--- src/sap_pkg.sv ---
// constants, types and register map of the sampling converter control block
// assumes a single 100 MHz clock and a 32-bit Avalon-MM register slave
package sap_pkg;

    // result and pin grouping
    localparam int RES_W = 12;
    localparam int NIB_W = 4;
    localparam logic [3:0] MSB_IDX = 4'hB;
    localparam logic [11:0] MSB_MASK = 12'h800;
    localparam logic [11:0] RES_RST = 12'h000;
    localparam logic [3:0] NIB_LOW = 4'h0;

    // timing: conversion must fit in its longest time
    localparam int CLK_NS = 10;
    localparam int CONV_MAX_NS = 2700;
    localparam int CONV_MAX_CYC = CONV_MAX_NS / CLK_NS;
    localparam int STEP_MAX_CYC = CONV_MAX_CYC / RES_W;
    localparam logic [7:0] DIV_RST = 8'h13;
    localparam logic [7:0] DIV_ZERO = 8'h00;

    // register byte offsets
    localparam logic [3:0] OFS_CTRL = 4'h0;
    localparam logic [3:0] OFS_STATUS = 4'h4;
    localparam logic [3:0] OFS_MASK = 4'h8;
    localparam logic [3:0] OFS_RESULT = 4'hC;
    localparam int BUSY_BIT = 16;
    localparam logic [31:0] DATA_ZERO = 32'h0000_0000;

    // converter sequence, gray along idle, convert, transfer
    typedef enum logic [1:0] {
        SAP_IDLE = 2'b00,
        SAP_CONV = 2'b01,
        SAP_XFER = 2'b11
    } sap_state_t;

    // data pins as three nibbles, top nibble is result bits 11..8
    typedef struct packed {
        logic [3:0] top;
        logic [3:0] mid;
        logic [3:0] low;
    } sap_word_t;

    // sticky event bits, same layout in status and mask
    typedef struct packed {
        logic inhibit;
        logic ignored;
        logic done;
    } sap_irq_t;

    localparam sap_irq_t IRQ_NONE = 3'h0;
    localparam sap_word_t WORD_ZERO = 12'h000;
    localparam sap_word_t OE_ALL = 12'hFFF;

endpackage : sap_pkg

--- src/sap_adc_ctrl.sv ---
// control and output interface of a 12-bit sampling converter
// assumes pins are synchronous to mclk_i; tri-state resolved outside
`timescale 1ns/100ps

//Contract
// - top nibble always carries bits eleven to eight
// - middle nibble is bits 7..4, else low
// - low nibble is bits 3..0, else 11..8
// - select low gives full twelve bit word
// - start on falling edge, selected, low byte, idle
// - deselected means all data lines undriven
// - busy low for whole conversion
// - result valid at rising edge of busy
// - convert edges ignored while busy
// - busy rises only after result latched
module sap_adc_ctrl (
    input wire logic mclk_i,
    input wire logic rst_i,
    // converter pins
    input wire logic cs_n_i,
    input wire logic rd_conv_i,
    input wire logic high_byte_select_i,
    output logic busy_n_o,
    output sap_pkg::sap_word_t data_o,
    output sap_pkg::sap_word_t data_oe_o,
    // analog side
    input wire logic comp_i,
    output logic [11:0] trial_o,
    // avalon-mm slave
    input wire logic [3:0] address_i,
    input wire logic read_i,
    input wire logic write_i,
    input wire logic [31:0] writedata_i,
    input wire logic [3:0] byteenable_i,
    output logic [31:0] readdata_o,
    output logic waitrequest_o,
    output logic irq_o
);

    sap_pkg::sap_state_t state_q;
    sap_pkg::sap_state_t state_d;
    sap_pkg::sap_irq_t status_q;
    sap_pkg::sap_irq_t mask_q;
    sap_pkg::sap_irq_t events;
    sap_pkg::sap_irq_t clr_bits;
    sap_pkg::sap_word_t data_d;
    logic [7:0] step_div_q;
    logic [11:0] latch_q;
    logic [11:0] sar_result;
    logic [31:0] rd_mux;
    logic rc_q;
    logic rc_fall;
    logic start_cmd;
    logic sar_done;
    logic sar_run;
    logic bus_req;
    logic bus_done;
    logic oe_d;

    // falling edge of the convert line
    always_ff @(posedge mclk_i) begin
        if (rst_i) begin
            rc_q <= 1'b1;
        end else begin
            rc_q <= rd_conv_i;
        end
    end

    // a one-cycle low is taken; the host keeps the longer pulse itself
    assign rc_fall = rc_q && !rd_conv_i;

    // start only when selected, low byte and not busy
    assign start_cmd = rc_fall && !cs_n_i && !high_byte_select_i
        && (state_q == sap_pkg::SAP_IDLE);

    // events for the interrupt status
    always_comb begin
        events = sap_pkg::IRQ_NONE;
        events.done = (state_q == sap_pkg::SAP_XFER);
        events.ignored = rc_fall && (state_q != sap_pkg::SAP_IDLE);
        events.inhibit = rc_fall && !cs_n_i && high_byte_select_i
            && (state_q == sap_pkg::SAP_IDLE);
    end

    sap_sar_engine u_sar (
        .mclk_i(mclk_i),
        .rst_i(rst_i),
        .start_i(start_cmd),
        .step_div_i(step_div_q),
        .comp_i(comp_i),
        .trial_o(trial_o),
        .result_o(sar_result),
        .done_o(sar_done),
        .run_o(sar_run)
    );

    // sequence: idle, convert, transfer into the output latch
    always_comb begin
        state_d = state_q;
        case (state_q)
            sap_pkg::SAP_IDLE: begin
                if (start_cmd) begin
                    state_d = sap_pkg::SAP_CONV;
                end
            end
            sap_pkg::SAP_CONV: begin
                if (sar_done) begin
                    state_d = sap_pkg::SAP_XFER;
                end
            end
            sap_pkg::SAP_XFER: begin
                state_d = sap_pkg::SAP_IDLE;
            end
            default: begin
                state_d = sap_pkg::SAP_IDLE;
            end
        endcase
    end

    // state register, comes up idle
    always_ff @(posedge mclk_i) begin
        if (rst_i) begin
            state_q <= sap_pkg::SAP_IDLE;
        end else begin
            state_q <= state_d;
        end
    end

    // output latch loads as the result is handed over
    always_ff @(posedge mclk_i) begin
        if (rst_i) begin
            latch_q <= sap_pkg::RES_RST;
        end else if (sar_done && state_q == sap_pkg::SAP_CONV) begin
            latch_q <= sar_result;
        end
    end

    // busy low from start until the transfer is over
    always_ff @(posedge mclk_i) begin
        if (rst_i) begin
            busy_n_o <= 1'b1;
        end else begin
            busy_n_o <= (state_d == sap_pkg::SAP_IDLE);
        end
    end

    // pin formatting by high byte select
    always_comb begin
        data_d.top = latch_q[11:8];
        if (high_byte_select_i) begin
            data_d.mid = sap_pkg::NIB_LOW;
            data_d.low = latch_q[11:8];
        end else begin
            data_d = latch_q;
        end
    end

    // drive only when selected, idle and not asking hi byte with line low
    assign oe_d = !cs_n_i && (state_d == sap_pkg::SAP_IDLE)
        && !(high_byte_select_i && !rd_conv_i);

    always_ff @(posedge mclk_i) begin
        if (rst_i) begin
            data_o <= sap_pkg::WORD_ZERO;
            data_oe_o <= sap_pkg::WORD_ZERO;
        end else begin
            data_o <= data_d;
            data_oe_o <= oe_d ? sap_pkg::OE_ALL : sap_pkg::WORD_ZERO;
        end
    end

    // bus handshake: one wait cycle, then waitrequest low for one edge
    assign bus_req = read_i || write_i;
    assign bus_done = bus_req && !waitrequest_o;

    always_ff @(posedge mclk_i) begin
        if (rst_i) begin
            waitrequest_o <= 1'b1;
        end else if (bus_req && waitrequest_o) begin
            waitrequest_o <= 1'b0;
        end else begin
            waitrequest_o <= 1'b1;
        end
    end

    // read mux, unmapped reads as zero
    always_comb begin
        rd_mux = sap_pkg::DATA_ZERO;
        if (address_i == sap_pkg::OFS_CTRL) begin
            rd_mux[7:0] = step_div_q;
        end else if (address_i == sap_pkg::OFS_STATUS) begin
            rd_mux[2:0] = status_q;
        end else if (address_i == sap_pkg::OFS_MASK) begin
            rd_mux[2:0] = mask_q;
        end else if (address_i == sap_pkg::OFS_RESULT) begin
            rd_mux[11:0] = latch_q;
            rd_mux[sap_pkg::BUSY_BIT] = !busy_n_o;
        end
    end

    // read data captured as waitrequest drops
    always_ff @(posedge mclk_i) begin
        if (rst_i) begin
            readdata_o <= sap_pkg::DATA_ZERO;
        end else if (read_i && waitrequest_o) begin
            readdata_o <= rd_mux;
        end
    end

    // register writes at the completing edge, low byte lane only
    always_ff @(posedge mclk_i) begin
        if (rst_i) begin
            step_div_q <= sap_pkg::DIV_RST;
            mask_q <= sap_pkg::IRQ_NONE;
        end else if (bus_done && write_i && byteenable_i[0]) begin
            if (address_i == sap_pkg::OFS_CTRL) begin
                step_div_q <= writedata_i[7:0];
            end else if (address_i == sap_pkg::OFS_MASK) begin
                mask_q <= writedata_i[2:0];
            end
        end
    end

    // status read clears exactly the captured bits; new events win
    always_comb begin
        clr_bits = sap_pkg::IRQ_NONE;
        if (read_i && waitrequest_o && address_i == sap_pkg::OFS_STATUS) begin
            clr_bits = status_q;
        end
    end

    always_ff @(posedge mclk_i) begin
        if (rst_i) begin
            status_q <= sap_pkg::IRQ_NONE;
            irq_o <= 1'b0;
        end else begin
            status_q <= (status_q & ~clr_bits) | events;
            irq_o <= |(((status_q & ~clr_bits) | events) & mask_q);
        end
    end

    // checks on the pin behaviour
    a_top_nibble: assert property (@(posedge mclk_i) disable iff (rst_i)
        ##1 data_o.top == $past(latch_q[11:8]))
        else $error("top nibble not result bits 11..8");

    a_mid_forced_low: assert property (@(posedge mclk_i) disable iff (rst_i)
        high_byte_select_i |=> data_o.mid == sap_pkg::NIB_LOW)
        else $error("middle nibble not low in high byte mode");

    a_low_hi_byte: assert property (@(posedge mclk_i) disable iff (rst_i)
        high_byte_select_i |=> data_o.low == $past(latch_q[11:8]))
        else $error("low nibble not high byte");

    a_full_word: assert property (@(posedge mclk_i) disable iff (rst_i)
        (!high_byte_select_i && busy_n_o) |=> data_o == $past(latch_q))
        else $error("full word not presented");

    a_cs_high_z: assert property (@(posedge mclk_i) disable iff (rst_i)
        cs_n_i |=> data_oe_o == sap_pkg::WORD_ZERO)
        else $error("data driven while deselected");

    a_start_cause: assert property (@(posedge mclk_i) disable iff (rst_i)
        (state_q == sap_pkg::SAP_IDLE ##1 state_q == sap_pkg::SAP_CONV)
        |-> $past(rc_fall && !cs_n_i && !high_byte_select_i && busy_n_o))
        else $error("conversion started without valid command");

    a_busy_during: assert property (@(posedge mclk_i) disable iff (rst_i)
        start_cmd |=> !busy_n_o [*2])
        else $error("busy not low during conversion");

    a_busy_conv: assert property (@(posedge mclk_i) disable iff (rst_i)
        (state_q == sap_pkg::SAP_CONV) |-> !busy_n_o)
        else $error("busy high while converting");

    a_no_shorten: assert property (@(posedge mclk_i) disable iff (rst_i)
        (rc_fall && state_q == sap_pkg::SAP_CONV && !sar_done)
        |=> (state_q == sap_pkg::SAP_CONV && (sar_run || sar_done)))
        else $error("convert edge disturbed a conversion");

    a_start_busy: assert property (@(posedge mclk_i) disable iff (rst_i)
        start_cmd |=> (!busy_n_o && state_q == sap_pkg::SAP_CONV))
        else $error("accepted start did not begin a conversion");

    a_ignored_flag: assert property (@(posedge mclk_i) disable iff (rst_i)
        (rc_fall && state_q != sap_pkg::SAP_IDLE) |=> status_q.ignored)
        else $error("edge while busy not recorded as ignored");

    a_oe_off_busy: assert property (@(posedge mclk_i) disable iff (rst_i)
        !busy_n_o |-> data_oe_o == sap_pkg::WORD_ZERO)
        else $error("data driven before result latched");

    a_busy_after_latch: assert property (@(posedge mclk_i) disable iff (rst_i)
        $rose(busy_n_o) |-> $past(state_q) == sap_pkg::SAP_XFER
        && $past(latch_q) == $past(sar_result, 2))
        else $error("busy rose before result latched");

    a_valid_at_rise: assert property (@(posedge mclk_i) disable iff (rst_i)
        ($rose(busy_n_o) && !$past(high_byte_select_i)) |-> data_o == latch_q)
        else $error("data not valid at busy rise");

endmodule : sap_adc_ctrl

--- src/sap_sar_engine.sv ---
// successive approximation sequencer, one comparator decision per step
// assumes comp_i is high when the input is at or above the trial word
`timescale 1ns/100ps

module sap_sar_engine (
    input wire logic mclk_i,
    input wire logic rst_i,
    input wire logic start_i,
    input wire logic [7:0] step_div_i,
    input wire logic comp_i,
    output logic [11:0] trial_o,
    output logic [11:0] result_o,
    output logic done_o,
    output logic run_o
);

    logic [7:0] cnt_q;
    logic [3:0] bit_q;
    logic [11:0] sar_d;

    // keep the tested bit per comparator, then try the next lower one
    always_comb begin
        sar_d = trial_o;
        sar_d[bit_q] = comp_i;
        if (bit_q != 4'h0) begin
            sar_d[4'(bit_q - 4'h1)] = 1'b1;
        end
    end

    // step sequencer, msb first
    always_ff @(posedge mclk_i) begin
        done_o <= 1'b0;
        if (rst_i) begin
            run_o <= 1'b0;
            cnt_q <= sap_pkg::DIV_ZERO;
            bit_q <= sap_pkg::MSB_IDX;
            trial_o <= sap_pkg::RES_RST;
            result_o <= sap_pkg::RES_RST;
        end else if (start_i && !run_o) begin
            run_o <= 1'b1;
            cnt_q <= step_div_i;
            bit_q <= sap_pkg::MSB_IDX;
            trial_o <= sap_pkg::MSB_MASK;
        end else if (run_o) begin
            if (cnt_q != sap_pkg::DIV_ZERO) begin
                cnt_q <= cnt_q - 8'h01;
            end else begin
                cnt_q <= step_div_i;
                trial_o <= sar_d;
                if (bit_q == 4'h0) begin
                    run_o <= 1'b0;
                    done_o <= 1'b1;
                    result_o <= sar_d;
                end else begin
                    bit_q <= bit_q - 4'h1;
                end
            end
        end
    end

    // a start loads the msb trial first
    a_sar_msb_first: assert property (@(posedge mclk_i) disable iff (rst_i)
        (start_i && !run_o) |=> (run_o && trial_o == sap_pkg::MSB_MASK))
        else $error("sar did not begin with msb trial");

    // the msb decision follows the comparator
    a_sar_msb_kept: assert property (@(posedge mclk_i) disable iff (rst_i)
        (run_o && cnt_q == sap_pkg::DIV_ZERO && bit_q == sap_pkg::MSB_IDX)
        |=> (trial_o[11] == $past(comp_i) && trial_o[10]))
        else $error("msb decision not taken from comparator");

endmodule : sap_sar_engine
--- config.mk ---
export PLATFORM = sky130hd
export DESIGN_NAME = sap_adc_ctrl
export DESIGN_NICKNAME = d
export VERILOG_FILES = /design/src/sap_pkg.sv /design/src/sap_adc_ctrl.sv /design/src/sap_sar_engine.sv
export SDC_FILE = /design/constraint.sdc
export NUM_CORES = 1
export LEC_CHECK = 0
export ABC_AREA = 1
export ABC_CLOCK_PERIOD_IN_PS = 2100
export BUFFER_PORTS_ARGS = -buffer_cell sky130_fd_sc_hd__buf_2
export CAP_MARGIN = 10
export CORE_UTILIZATION = 53
export CTS_CLUSTER_SIZE = 12
export DETAILED_ROUTE_END_ITERATION = 10
export PLACE_DENSITY = 0.75
export SLEW_MARGIN = 20
export SYNTH_ARGS = -nofsm -noshare
export SYNTH_HDL_FRONTEND = slang
export SYNTH_HIERARCHICAL = 1
export SYNTH_SLANG_ARGS = --single-unit
--- constraint.sdc ---
create_clock -name mclk_i -period 2.1 [get_ports mclk_i]
set_clock_uncertainty 0.2 [all_clocks]
set_input_delay 0.315 -clock mclk_i [delete_from_list [all_inputs] [get_ports mclk_i]]
set_output_delay 0.315 -clock mclk_i [all_outputs]
set_load 0.02 [all_outputs]
Word-level counts from Yosys, hierarchy flattened
Index checks and enable logic that the tools add are counted. Widths: inputs -> output; s select.

Register bits after elaboration: 107. Word-level logic and storage cells: 130. Output and inout bits: 71. Input bits: 48.

$add $sub $neg: 2. Mux-type cells: 35. Order comparisons: 4. Bitwise operators: 10. Reduce and logical (&&, ||, !) cells: 46. Eq/ne operators: 6.

Operators by type and width (number): $mux 12 (6); $mux 8 (4); $logic_and 1x1->1 (20); $mux 9 (2); $bwmux 12 (1); $mux 1 (12); $or 12x12->12 (1); $lt 4x5->1 const B (2); $mux 3 (3); $demux 1 s4 (2); $eq 4x4->1 const B (2); $ge 4x1->1 const B (2); $logic_not 4->1 (2); $mux 4 (2); $reduce_bool 8->1 (1); $sub 8x1->8 const B (1); $logic_not 1->1 (7); $and 3x3->3 (2); $reduce_and 2->1 (3); $reduce_and 3->1 (2); $not 1->1 (5); $eq 4x3->1 const B (1); $logic_not 2->1 (2); $mux 2 (2); 14 further kinds (16).

Depth between registers and ports, before layout
Gate-level depths: netlist of run 1.

Word-level depth: 11. Gate-level depth with buffers: 12. Mapped depth without buffers: 11.

Modules after synthesis
Netlist of run 1, hierarchy kept.

By module, submodules not included: sap_adc_ctrl (times used 1, seq. area each 1161.1 um^2, area each 2409.8 um^2, cells each 305); sap_sar_engine (times used 1, seq. area each 760.7 um^2, area each 2396.0 um^2, cells each 390).

Worst setup path after synthesis of run 1
OpenSTA, ideal clock, no wires.

Kind: register to register. Start: register u_sar.bit_q[0]. End: register u_sar.trial_o[6]. Setup time: 109 ps. Data required time: 1791 ps. Path buffers: 0. Cell stages (with the launch flop): 11. Arrival: 1389 ps. Path slack: 402 ps. Period minus slack after synthesis: 1698 ps. Path through: dfxtp_1 -> inv_1 -> ha_1 -> inv_1 -> nand2_1 -> nand2_1 -> inv_1 -> nand3_1 -> nand3_1 -> nand2_1 -> inv_1.

Longest elaborated chain between the ends: 7. Elaborated cells on any way between the ends: 15. Those cells by class: add/sub (1); order compare (4); mux (6); bitwise (1); reduce/logical (3).

RTL lines: start, declared (RTL line sap_sar_engine.sv:18) `logic [3:0] bit_q;`; start signal, assigned (RTL line sap_sar_engine.sv:36) `bit_q <= sap_pkg::MSB_IDX;`; start signal, assigned (RTL line sap_sar_engine.sv:42) `bit_q <= sap_pkg::MSB_IDX;`; start signal, assigned (RTL line sap_sar_engine.sv:55) `bit_q <= bit_q - 4'h1;`; $sub 4x1->4 (tied with other cells) (RTL line sap_sar_engine.sv:26) `sar_d[4'(bit_q - 4'h1)] = 1'b1;`; $lt 4x5->1 (not written as such) (tied with other cells) (RTL line sap_sar_engine.sv:26); $logic_and 1x1->1 (not written as such) or $mux 1 (tied branches) (RTL line sap_sar_engine.sv:26, sap_sar_engine.sv:24); $mux 1 (not written as such) or $demux 1 s4 (tied branches); $demux 1 s4 or $bwmux 12 (tied branches); $or 12x12->12 (no line); $mux 12 * (RTL line sap_sar_engine.sv:25) `if (bit_q != 4'h0) begin`; end signal, assigned (RTL line sap_sar_engine.sv:37) `trial_o <= sap_pkg::RES_RST;`; end signal, assigned (RTL line sap_sar_engine.sv:43) `trial_o <= sap_pkg::MSB_MASK;`; end signal, assigned (RTL line sap_sar_engine.sv:49) `trial_o <= sar_d;`; end, declared (RTL line sap_sar_engine.sv:11) `output logic [11:0] trial_o,`.

Every way passes the cells marked *; elsewhere a longest branch is shown, timed or not. A chain may end at the register's enable or synchronous reset.

Final worst setup path of run 1
Start: input port cs_n_i. End: register u_sar.trial_o[5].

Longest elaborated chain between the ends: 6.

RTL lines: start, declared (RTL line sap_adc_ctrl.sv:20) `input wire logic cs_n_i,`; $logic_not 1->1 (RTL line sap_adc_ctrl.sv:73) `assign start_cmd = rc_fall && !cs_n_i && !high_byte_select_i`; $logic_and 1x1->1 (2 in a row) (RTL line sap_adc_ctrl.sv:73); $logic_and 1x1->1 (RTL line sap_adc_ctrl.sv:74) `&& (state_q == sap_pkg::SAP_IDLE);`; net start_cmd (RTL line sap_adc_ctrl.sv:53) `logic start_cmd;`; $logic_and 1x1->1 (RTL line sap_sar_engine.sv:39) `end else if (start_i && !run_o) begin`; $reduce_or 2->1 (no line).

The timed path passes the listed nets, and every way through them passes these cells.

==> results of run 1 <==
power breakdown:
part / internal (W) / total, W / switching (W)
combinational: 0.000250 / 0.000734 / 0.000484
sequential: 0.00188 / 0.00193 / 0.0000521
clock: 0.000571 / 0.00125 / 0.000678
synth_stat cells:
library cell	instances	area share, %
nand2_1	149	12
nor2_8	4	1.7
buf_4	35	5.5
inv_2	9	0.70
nor3_1	5	0.52
xor2_1	1	0.18
nand4_1	13	1.7
nand3_4	1	0.36
nor2_1	81	6.3
nand2_2	3	0.39
o21ai_0	43	4.5
nor2_4	1	0.23
nand2_4	4	0.94
or2_2	1	0.13
o31ai_1	1	0.16
clkbuf_1	2	0.16
inv_4	1	0.13
ha_1	7	1.8
nor2_2	5	0.65
nand3_2	1	0.21
buf_2	9	0.94
dfxtp_1	96	40
a22oi_1	3	0.47
inv_1	113	8.8
clkbuf_4	1	0.16
o211ai_1	6	0.94
buf_6	2	0.47
o211a_1	1	0.21
a21oi_1	35	3.6
o22ai_1	3	0.39
nand3_1	58	6.0
conb_1	1	0.078
flip-flops by register name, summed over array words and instances (netlist names), 3 cells and up:
name            flops
readdata_o         13
u_sar/cnt_q         8
status_q            3
data_o             12
step_div_q          8
u_sar/bit_q         4
latch_q            12
u_sar/trial_o      12
mask_q              3
u_sar/result_o     12
path summary, 6_finish.rpt:
check,from,slack [ns],endpoint,cells after the start
setup / recovery,cs_n_i,0.13,u_sar/trial_o[5],13
hold / removal,rd_conv_i,0.02,rc_q,2
setup reg to reg,u_sar/cnt_q[0],0.19,u_sar/trial_o[4],10
hold reg to reg,latch_q[10],0.27,readdata_o[10],2
cells by family (layout without fill, tap and decap cells):
kind of cell	count (synthesis)	after routing	synth area share, %
adders and majority gates	7	7	1.822
other	1	19	0.07803
AOI/OAI and AO/OA	92	92	10.28
xor gates and xnor gates	1	1	0.1823
DFF	96	96	39.99
buffers and inverters	172	232	16.84
and+or+nand+nor	326	326	30.80
layout make-up:
type                    count  area [µm²]  share of cell area [%]
well taps                 108       135.1                   2.482
clock inverters             6       75.07                   1.379
repair buffers             93       570.5                   10.48
multi-input cells         445        2147                   39.44
flip-flops and latches     96        1923                   35.33
inverters                 123       465.4                   8.550
clock buffers              10       127.6                   2.344
per-layer routing:
metal,global-route usage [%],vias to the layer above
met3,4.173,15
li1,-,2266
met4,8.484,0
met1,29.59,1971
met5,0,-
met2,39.33,152
metrics by stage:
stage | cells | power, W | util, %
after CTS | 881 | 0.003937 | 62.04
final | 881 | 0.003916 | 62.12
after floorplan | 713 | 0.002532 | -
after global routing | 881 | 0.004108 | 62.12
after detailed placement | 854 | 0.002686 | 58.47
after global placement | 854 | 0.002667 | 58.47
timing repair:
action	4_1_cts	5_1_grt
hold buffers	11	0
hold endpoints to repair	13	0
endpoints found under the setup margin	0	6
gates resized for setup	0	3
==> impl_metrics.py, run 1 <==
metrics = {
    "finish": {
        "design_area_um2": 5444,
        "layout-area-overhead-vs-synth_pct": 13.28,
        "final_common_cell": "nand2_1",
        "drive_gt1_share_pct": 16.56,
        "antenna_cells": 0,
        "nets": 823,
        "mostFrequentLayoutCells": "nand2_1, inv_1, dfxtp_1",
        "final.fill_count": 813,
    },
    "sta": {
        "fin_crit_ns": 1.966,
        "finalHoldViolCount": 0,
        "finalSetupTns_ns": 0,
        "fin_crit_sh_pct": 93.62,
        "slew_viol_final": 0,
        "setup_ws_ns": 0.1341,
        "setup_violations": 0,
        "fmax_mhz": 508.7,
        "fin_hold_ws_ns": 0.01711,
        "rsz0062_at_grt": "no",
    },
    "pwr": {
        "peakVddDrop_mv": 0.4559,
        "power_leakage_nw": 2.857,
        "pwr_density_cell_nw_per_um2": 719.4,
    },
    "placed_design": {
        "place_congestion": 0.9238,
        "dp_hpwl_um": 7669,
        "pre_cts_ws_ns": 0.1618,
        "port_buffers": 72,
        "place_area_um2": 5124,
    },
    "yosys": {
        "syn-cell-area_um2": 4806,
        "synth-seq-area-share_pct": 39.99,
        "syn_inst": 695,
        "syn_avg_cell_area_um2": 6.915,
        "ys_seq_elements": 96,
        "yosys_warnings": 6,
        "synth_cell_type_count": 32,
    },
    "global_route": {
        "grt_usage_pct": 23.22,
        "antenna_found_initial": 0,
        "grt_pass1_wl_um": 18080,
        "grt_pass1_vias": 4111,
        "grt_max_degree": 28,
        "grt_overflow": 0,
    },
    "critical_path": {
        "slowest_stage": "dlygate4sd3_1",
        "cp.required_ns": 2.16,
        "arrival_ns": 2.02,
        "path_cells": "dlygate4sd3_1 -> buf_2 -> inv_1 -> nand4_1 -> inv_1 -> nand2_2 -> inv_1 -> nor2_4 -> inv_1 -> buf_12 -> a21oi_1 -> nand2_1 -> inv_1",
        "cpMostUsedCell": "inv_1",
        "path_max_fanout": 13,
        "crit_family": "buffers and inverters",
        "critPathMaxStageDelay_ns": 0.54,
        "cp-end-kind": "register",
        "crit_type": "primary input to register",
        "crit_path_start_kind": "primary input",
        "worst-path-buf-inv": 8,
    },
    "die": {
        "placeableCoreArea_um2": 8763,
        "die-area_um2": 9453,
        "rows": 34,
        "die_w_um": 97.23,
        "io_pins": 119,
        "start_util_pct": 54.84,
        "die_h_um": 97.23,
    },
    "drt": {
        "drt-total-wl_um": 10630,
        "dr_wl_met3_um": 649,
        "firstDrtPassIters": 5,
        "drt-initial-drc-count": 215,
        "via_per_inst": 4.999,
        "met1_length_um": 4881,
        "ant_nets": 0,
        "wire_per_inst_um": 12.07,
        "dr_wl_met2_um": 4913,
        "drc": 0,
        "highest_layer": "met4",
        "vias": 4404,
    },
    "flow_run": {
        "maxCapViolCount": 0,
    },
    "clocking": {
        "numCtsBuffers": 9,
        "clock_sinks": 96,
        "clock_latency_ns": 0.36,
        "clk_path_buf_depth": 2,
        "clk_pin_slew_ns": 0.09,
        "cts_tree": "done",
        "cts.root.buffer_cell": "clkbuf_8",
        "htree_levels": 3,
        "cts_setup_buffers": 0,
    },
    "worst_hold_path": {
        "min_path_type": "primary input to register",
    },
    "status": {
        "run_status": "finished clean",
    },
}
(Power assumes the default switching activity.)
==> inputs of run 2 (changes only) <==
--- a/config.mk
+++ b/config.mk
@@ -6,13 +6,13 @@
 export NUM_CORES = 1
 export LEC_CHECK = 0
 export ABC_AREA = 1
-export ABC_CLOCK_PERIOD_IN_PS = 2100
+export ABC_CLOCK_PERIOD_IN_PS = 2400
 export BUFFER_PORTS_ARGS = -buffer_cell sky130_fd_sc_hd__buf_2
 export CAP_MARGIN = 10
 export CORE_UTILIZATION = 53
 export CTS_CLUSTER_SIZE = 12
 export DETAILED_ROUTE_END_ITERATION = 10
-export PLACE_DENSITY = 0.75
+export PLACE_DENSITY = 0.84
 export SLEW_MARGIN = 20
 export SYNTH_ARGS = -nofsm -noshare
 export SYNTH_HDL_FRONTEND = slang
==> constraint.sdc (replaced) <==
create_clock -name mclk_i -period 2.4 [get_ports mclk_i]
set_clock_uncertainty 0.2 [all_clocks]
set_input_delay 0.36 -clock mclk_i [delete_from_list [all_inputs] [get_ports mclk_i]]
set_output_delay 0.36 -clock mclk_i [all_outputs]
set_load 0.02 [all_outputs]
==> impl_metrics.py, run 2 (synthesized netlist as in run 1, its figures left out) <==
metrics = {
    "drt": {
        "drt-initial-drc-count": 239,
        "drc": 0,
        "wire_per_inst_um": 12.05,
        "drt-total-wl_um": 10420,
        "via_per_inst": 4.992,
        "vias": 4318,
        "dr_wl_met2_um": 4799,
        "highest_layer": "met4",
        "dr_wl_met3_um": 526,
        "firstDrtPassIters": 5,
        "met1_length_um": 4795,
        "ant_nets": 0,
    },
    "clocking": {
        "cts.root.buffer_cell": "clkbuf_8",
        "clock_sinks": 96,
        "cts_setup_buffers": 0,
        "clock_latency_ns": 0.36,
        "clk_path_buf_depth": 2,
        "htree_levels": 3,
        "clk_pin_slew_ns": 0.11,
        "cts_tree": "done",
        "numCtsBuffers": 9,
    },
    "finish": {
        "largest_reg_flops": 13,
        "fin_util_pct": 59.94,
        "final_common_cell": "nand2_1",
        "final.fill_count": 819,
        "drive_gt1_share_pct": 15.98,
        "multiInputGateArea_um2": 2142,
        "regMostFlops": "readdata_o",
        "seq_area_um2": 1922,
        "nets": 807,
        "layout-area-overhead-vs-synth_pct": 9.295,
        "mostFrequentLayoutCells": "nand2_1, inv_1, dfxtp_1",
        "antenna_cells": 0,
    },
    "sta": {
        "fmax_mhz": 475.0,
        "fin_crit_ns": 2.105,
        "worstMarginPinSlew_ns": 0.6189,
        "finalHoldViolCount": 0,
        "rsz0062_at_grt": "no",
        "slew_viol_final": 0,
        "finalSetupTns_ns": 0,
        "fin_hold_ws_ns": 0.01177,
        "setup_violations": 0,
        "fin_crit_sh_pct": 87.71,
        "max_slew_margin_pct": 58.62,
    },
    "die": {
        "placeableCoreArea_um2": 8763,
        "start_util_pct": 54.84,
        "io_pins": 119,
        "die_w_um": 97.23,
        "die-area_um2": 9453,
        "rows": 34,
        "die_h_um": 97.23,
    },
    "critical_path": {
        "cpMostUsedCell": "inv_1",
        "critPathMaxStageDelay_ns": 0.53,
        "arrival_ns": 2.17,
        "reg2reg_from": "u_sar/bit_q[0]",
        "crit_family": "buffers and inverters",
        "worst-path-buf-inv": 7,
        "crit_type": "primary input to register",
        "path_max_fanout": 13,
        "slowest_stage": "dlygate4sd3_1",
        "crit_path_start_kind": "primary input",
        "rrSetupSlack_ns": 0.37,
        "cp-end-kind": "register",
        "path_cells": "dlygate4sd3_1 -> buf_2 -> inv_1 -> nand4_1 -> inv_1 -> nand2_2 -> inv_1 -> nor2_2 -> inv_1 -> a21oi_1 -> nand2_1 -> inv_1",
        "cp-startpoint": "cs_n_i",
        "cp.required_ns": 2.46,
    },
    "global_route": {
        "grt_pass1_vias": 4117,
        "grt_pass1_wl_um": 18130,
        "grt_overflow": 0,
        "grt_usage_pct": 23.01,
        "grt_max_degree": 40,
        "antenna_found_initial": 0,
    },
    "pwr": {
        "pwr_density_cell_nw_per_um2": 628.4,
        "peakVddDrop_mv": 0.3041,
        "p_total_w": 0.003301,
        "power_leakage_nw": 2.761,
    },
    "placed_design": {
        "port_buffers": 72,
        "place_congestion": 0.9190,
        "dp_hpwl_um": 7706,
    },
    "status": {
        "run_status": "finished clean",
    },
    "worst_hold_path": {
        "min_path_type": "primary input to register",
        "hold_start": "read_i",
    },
    "flow_run": {
        "maxCapViolCount": 0,
    },
}
## run 2: cell types whose count changed in the layout (fill, tap and decap cells not counted), moves of 2 or more
cell	previous run	this run
dlygate4sd3_1	11	2
buf_12	2	0
clkinvlp_4	1	3
buf_4	8	3
## run 2: what timing repair did
item	CTS	global route
hold buffers	2	0
gates resized for setup	0	0
endpoints found under the hold margin	2	0
## run 2: layout make-up
type / instances / share of cell area (%)
clock buffer: 9 / 2.358
clock inverter: 7 / 1.191
inverter: 123 / 8.838
multi-input combinational: 445 / 40.78
sequential: 96 / 36.59
tap: 108 / 2.573
timing repair buffer: 77 / 7.670
## run 2: final timing paths
| path | endpoint | cells past startpoint |
|---|---|---|
| min reg2reg | waitrequest_o | 1 |
| max reg2reg | u_sar/trial_o[4] | 10 |
| min | waitrequest_o | 2 |
| max | u_sar/trial_o[3] | 12 |
## run 2: worst reg2reg max path, cell delays in order (launching register included)
cell and delay, ns:
dfxtp_1 0.43, inv_1 0.16, ha_1 0.33, inv_1 0.08
nand2_1 0.05, nand2_1 0.22, inv_1 0.16, nand3_1 0.13
nand3_1 0.07, nand2_1 0.07, inv_1 0.04
## run 2: per-stage QoR
stage	worst slack, ns	instance area [µm²]	cells
after CTS	0.3072	5253	865
after global placement	0.3911	5046	847
final	0.2949	5253	865
after detailed placement	0.3535	5046	847
after global routing	0.1042	5253	865
after floorplan	0.7022	4873	713
## run 2: layer usage
layer | track usage (%) | vias up
met4 | 10.75 | 0
met2 | 38.89 | 136
li1 | - | 2226
met5 | 0 | -
met1 | 29.38 | 1933
met3 | 2.590 | 23
## run 2: power breakdown
| group | switching (W) | leakage (nW) | internal [W] |
|---|---|---|---|
| Sequential | 0.0000486 | 0.779 | 0.00165 |
| Clock | 0.000605 | 0.0859 | 0.000396 |
| Combinational | 0.000416 | 1.90 | 0.000188 |
==> inputs of run 3 (changes only) <==
--- a/config.mk
+++ b/config.mk
@@ -9,6 +9,7 @@
 export ABC_CLOCK_PERIOD_IN_PS = 2400
 export BUFFER_PORTS_ARGS = -buffer_cell sky130_fd_sc_hd__buf_2
 export CAP_MARGIN = 10
+export CORE_MARGIN = 10
 export CORE_UTILIZATION = 53
 export CTS_CLUSTER_SIZE = 12
 export DETAILED_ROUTE_END_ITERATION = 10
==> impl_metrics.py, run 3 (synthesized netlist as in run 1, its figures left out) <==
metrics = {
    "clocking": {
        "htree_levels": 3,
        "clk_pin_slew_ns": 0.10,
        "cts_resized": 0,
        "cts_tree": "done",
        "clk_path_buf_depth": 2,
        "clock_latency_ns": 0.36,
        "cts_setup_buffers": 0,
        "postCtsHoldBufs": 2,
        "numCtsBuffers": 9,
        "clock_sinks": 96,
        "cts.root.buffer_cell": "clkbuf_8",
    },
    "global_route": {
        "grt_max_degree": 40,
        "grt_usage_pct": 16.59,
        "grt_pass1_vias": 4085,
        "grt_overflow": 0,
        "antenna_found_initial": 0,
        "grt_pass1_wl_um": 18570,
    },
    "die": {
        "die_w_um": 115.2,
        "start_util_pct": 54.84,
        "die_h_um": 115.2,
        "die-area_um2": 13280,
        "io_pins": 119,
        "rows": 34,
        "placeableCoreArea_um2": 8763,
    },
    "drt": {
        "drt-total-wl_um": 11140,
        "vias": 4291,
        "dr_wl_met2_um": 5099,
        "ant_nets": 0,
        "firstDrtPassIters": 5,
        "highest_layer": "met4",
        "dr_wl_met3_um": 861,
        "via_per_inst": 4.961,
        "drt-initial-drc-count": 227,
        "met1_length_um": 4862,
        "drc": 0,
        "wire_per_inst_um": 12.88,
    },
    "critical_path": {
        "cpMostUsedCell": "inv_1",
        "crit_path_start_kind": "primary input",
        "crit_type": "primary input to register",
        "arrival_ns": 2.23,
        "worst-path-buf-inv": 7,
        "critPathMaxStageDelay_ns": 0.53,
        "cp.required_ns": 2.47,
        "path_max_fanout": 13,
        "crit_family": "buffers and inverters",
        "path_cells": "dlygate4sd3_1 -> buf_2 -> inv_1 -> nand4_1 -> inv_1 -> nand2_2 -> inv_1 -> nor2_2 -> inv_1 -> a21oi_1 -> nand2_1 -> inv_1",
        "cp-end-kind": "register",
        "slowest_stage": "dlygate4sd3_1",
    },
    "finish": {
        "mostFrequentLayoutCells": "nand2_1, inv_1, dfxtp_1",
        "fin_util_pct": 59.94,
        "multiInputGateArea_um2": 2142,
        "regMostFlops": "readdata_o",
        "antenna_cells": 0,
        "largest_reg_flops": 13,
        "seq_area_um2": 1922,
        "final_common_cell": "nand2_1",
        "nets": 807,
        "drive_gt1_share_pct": 15.98,
        "layout-area-overhead-vs-synth_pct": 9.295,
        "final.fill_count": 802,
    },
    "placed_design": {
        "port_buffers": 72,
        "dp_hpwl_um": 8425,
        "place_congestion": 0.9351,
    },
    "sta": {
        "finalSetupTns_ns": 0,
        "finalHoldViolCount": 0,
        "worstMarginPinSlew_ns": 0.6107,
        "fin_crit_sh_pct": 90.08,
        "slew_viol_final": 0,
        "max_slew_margin_pct": 59.17,
        "fmax_mhz": 462.6,
        "setup_violations": 0,
        "fin_crit_ns": 2.162,
        "rsz0062_at_grt": "no",
    },
    "pwr": {
        "power_leakage_nw": 2.761,
        "pwr_density_cell_nw_per_um2": 628.5,
        "peakVddDrop_mv": 0.3326,
    },
    "worst_hold_path": {
        "min_path_type": "primary input to register",
    },
    "flow_run": {
        "maxCapViolCount": 0,
    },
    "status": {
        "run_status": "finished clean",
    },
}
## run 3: cell counts in the layout (fill, tap and decap cells not counted)
Identical to the previous run, type by type.
## run 3: stage by stage
stage               setup slack [ns]  instances  area [µm²]  total power, W  hold slack (ns)
finish                        0.2381        865        5253        0.003301          0.01257
global route                 0.07120        865        5253        0.003478          0.01437
CTS                           0.2380        865        5253        0.003323         0.008958
detailed placement            0.2899        847        5046        0.002334           0.2469
global placement              0.3842        847        5046        0.002315           0.2338
floorplan                     0.7022        713        4873        0.002215           0.2366
## run 3: layer usage
metal / vias to the layer above / track usage [%]
met1: 1893 / 20.03
met5: - / 0
met3: 23 / 3.698
li1: 2229 / -
met4: 0 / 8.251
met2: 146 / 27.18
## run 3: worst paths after layout
kind / from / endpoint / slack, ns / cells after the start
setup / recovery: cs_n_i / u_sar/trial_o[6] / 0.24 / 12
hold / removal: read_i / waitrequest_o / 0.01 / 2
setup reg to reg: u_sar/cnt_q[0] / u_sar/result_o[4] / 0.40 / 8
hold reg to reg: waitrequest_o / waitrequest_o / 0.26 / 1
## run 3: cell type report
type                            instances  share of cell area [%]
Multi-Input combinational cell        445                   40.78
Sequential cell                        96                   36.59
Inverter                              123                   8.838
Timing Repair Buffer                   77                   7.670
Tap cell                              108                   2.573
Clock buffer                            9                   2.358
Clock inverter                          7                   1.191
## run 3: where the power goes
group	switching [W]	total, W	internal [W]
clock network	0.000600	0.000996	0.000396
registers	0.0000501	0.00170	0.00165
logic	0.000420	0.000609	0.000188
total	0.00107	0.00330	0.00223
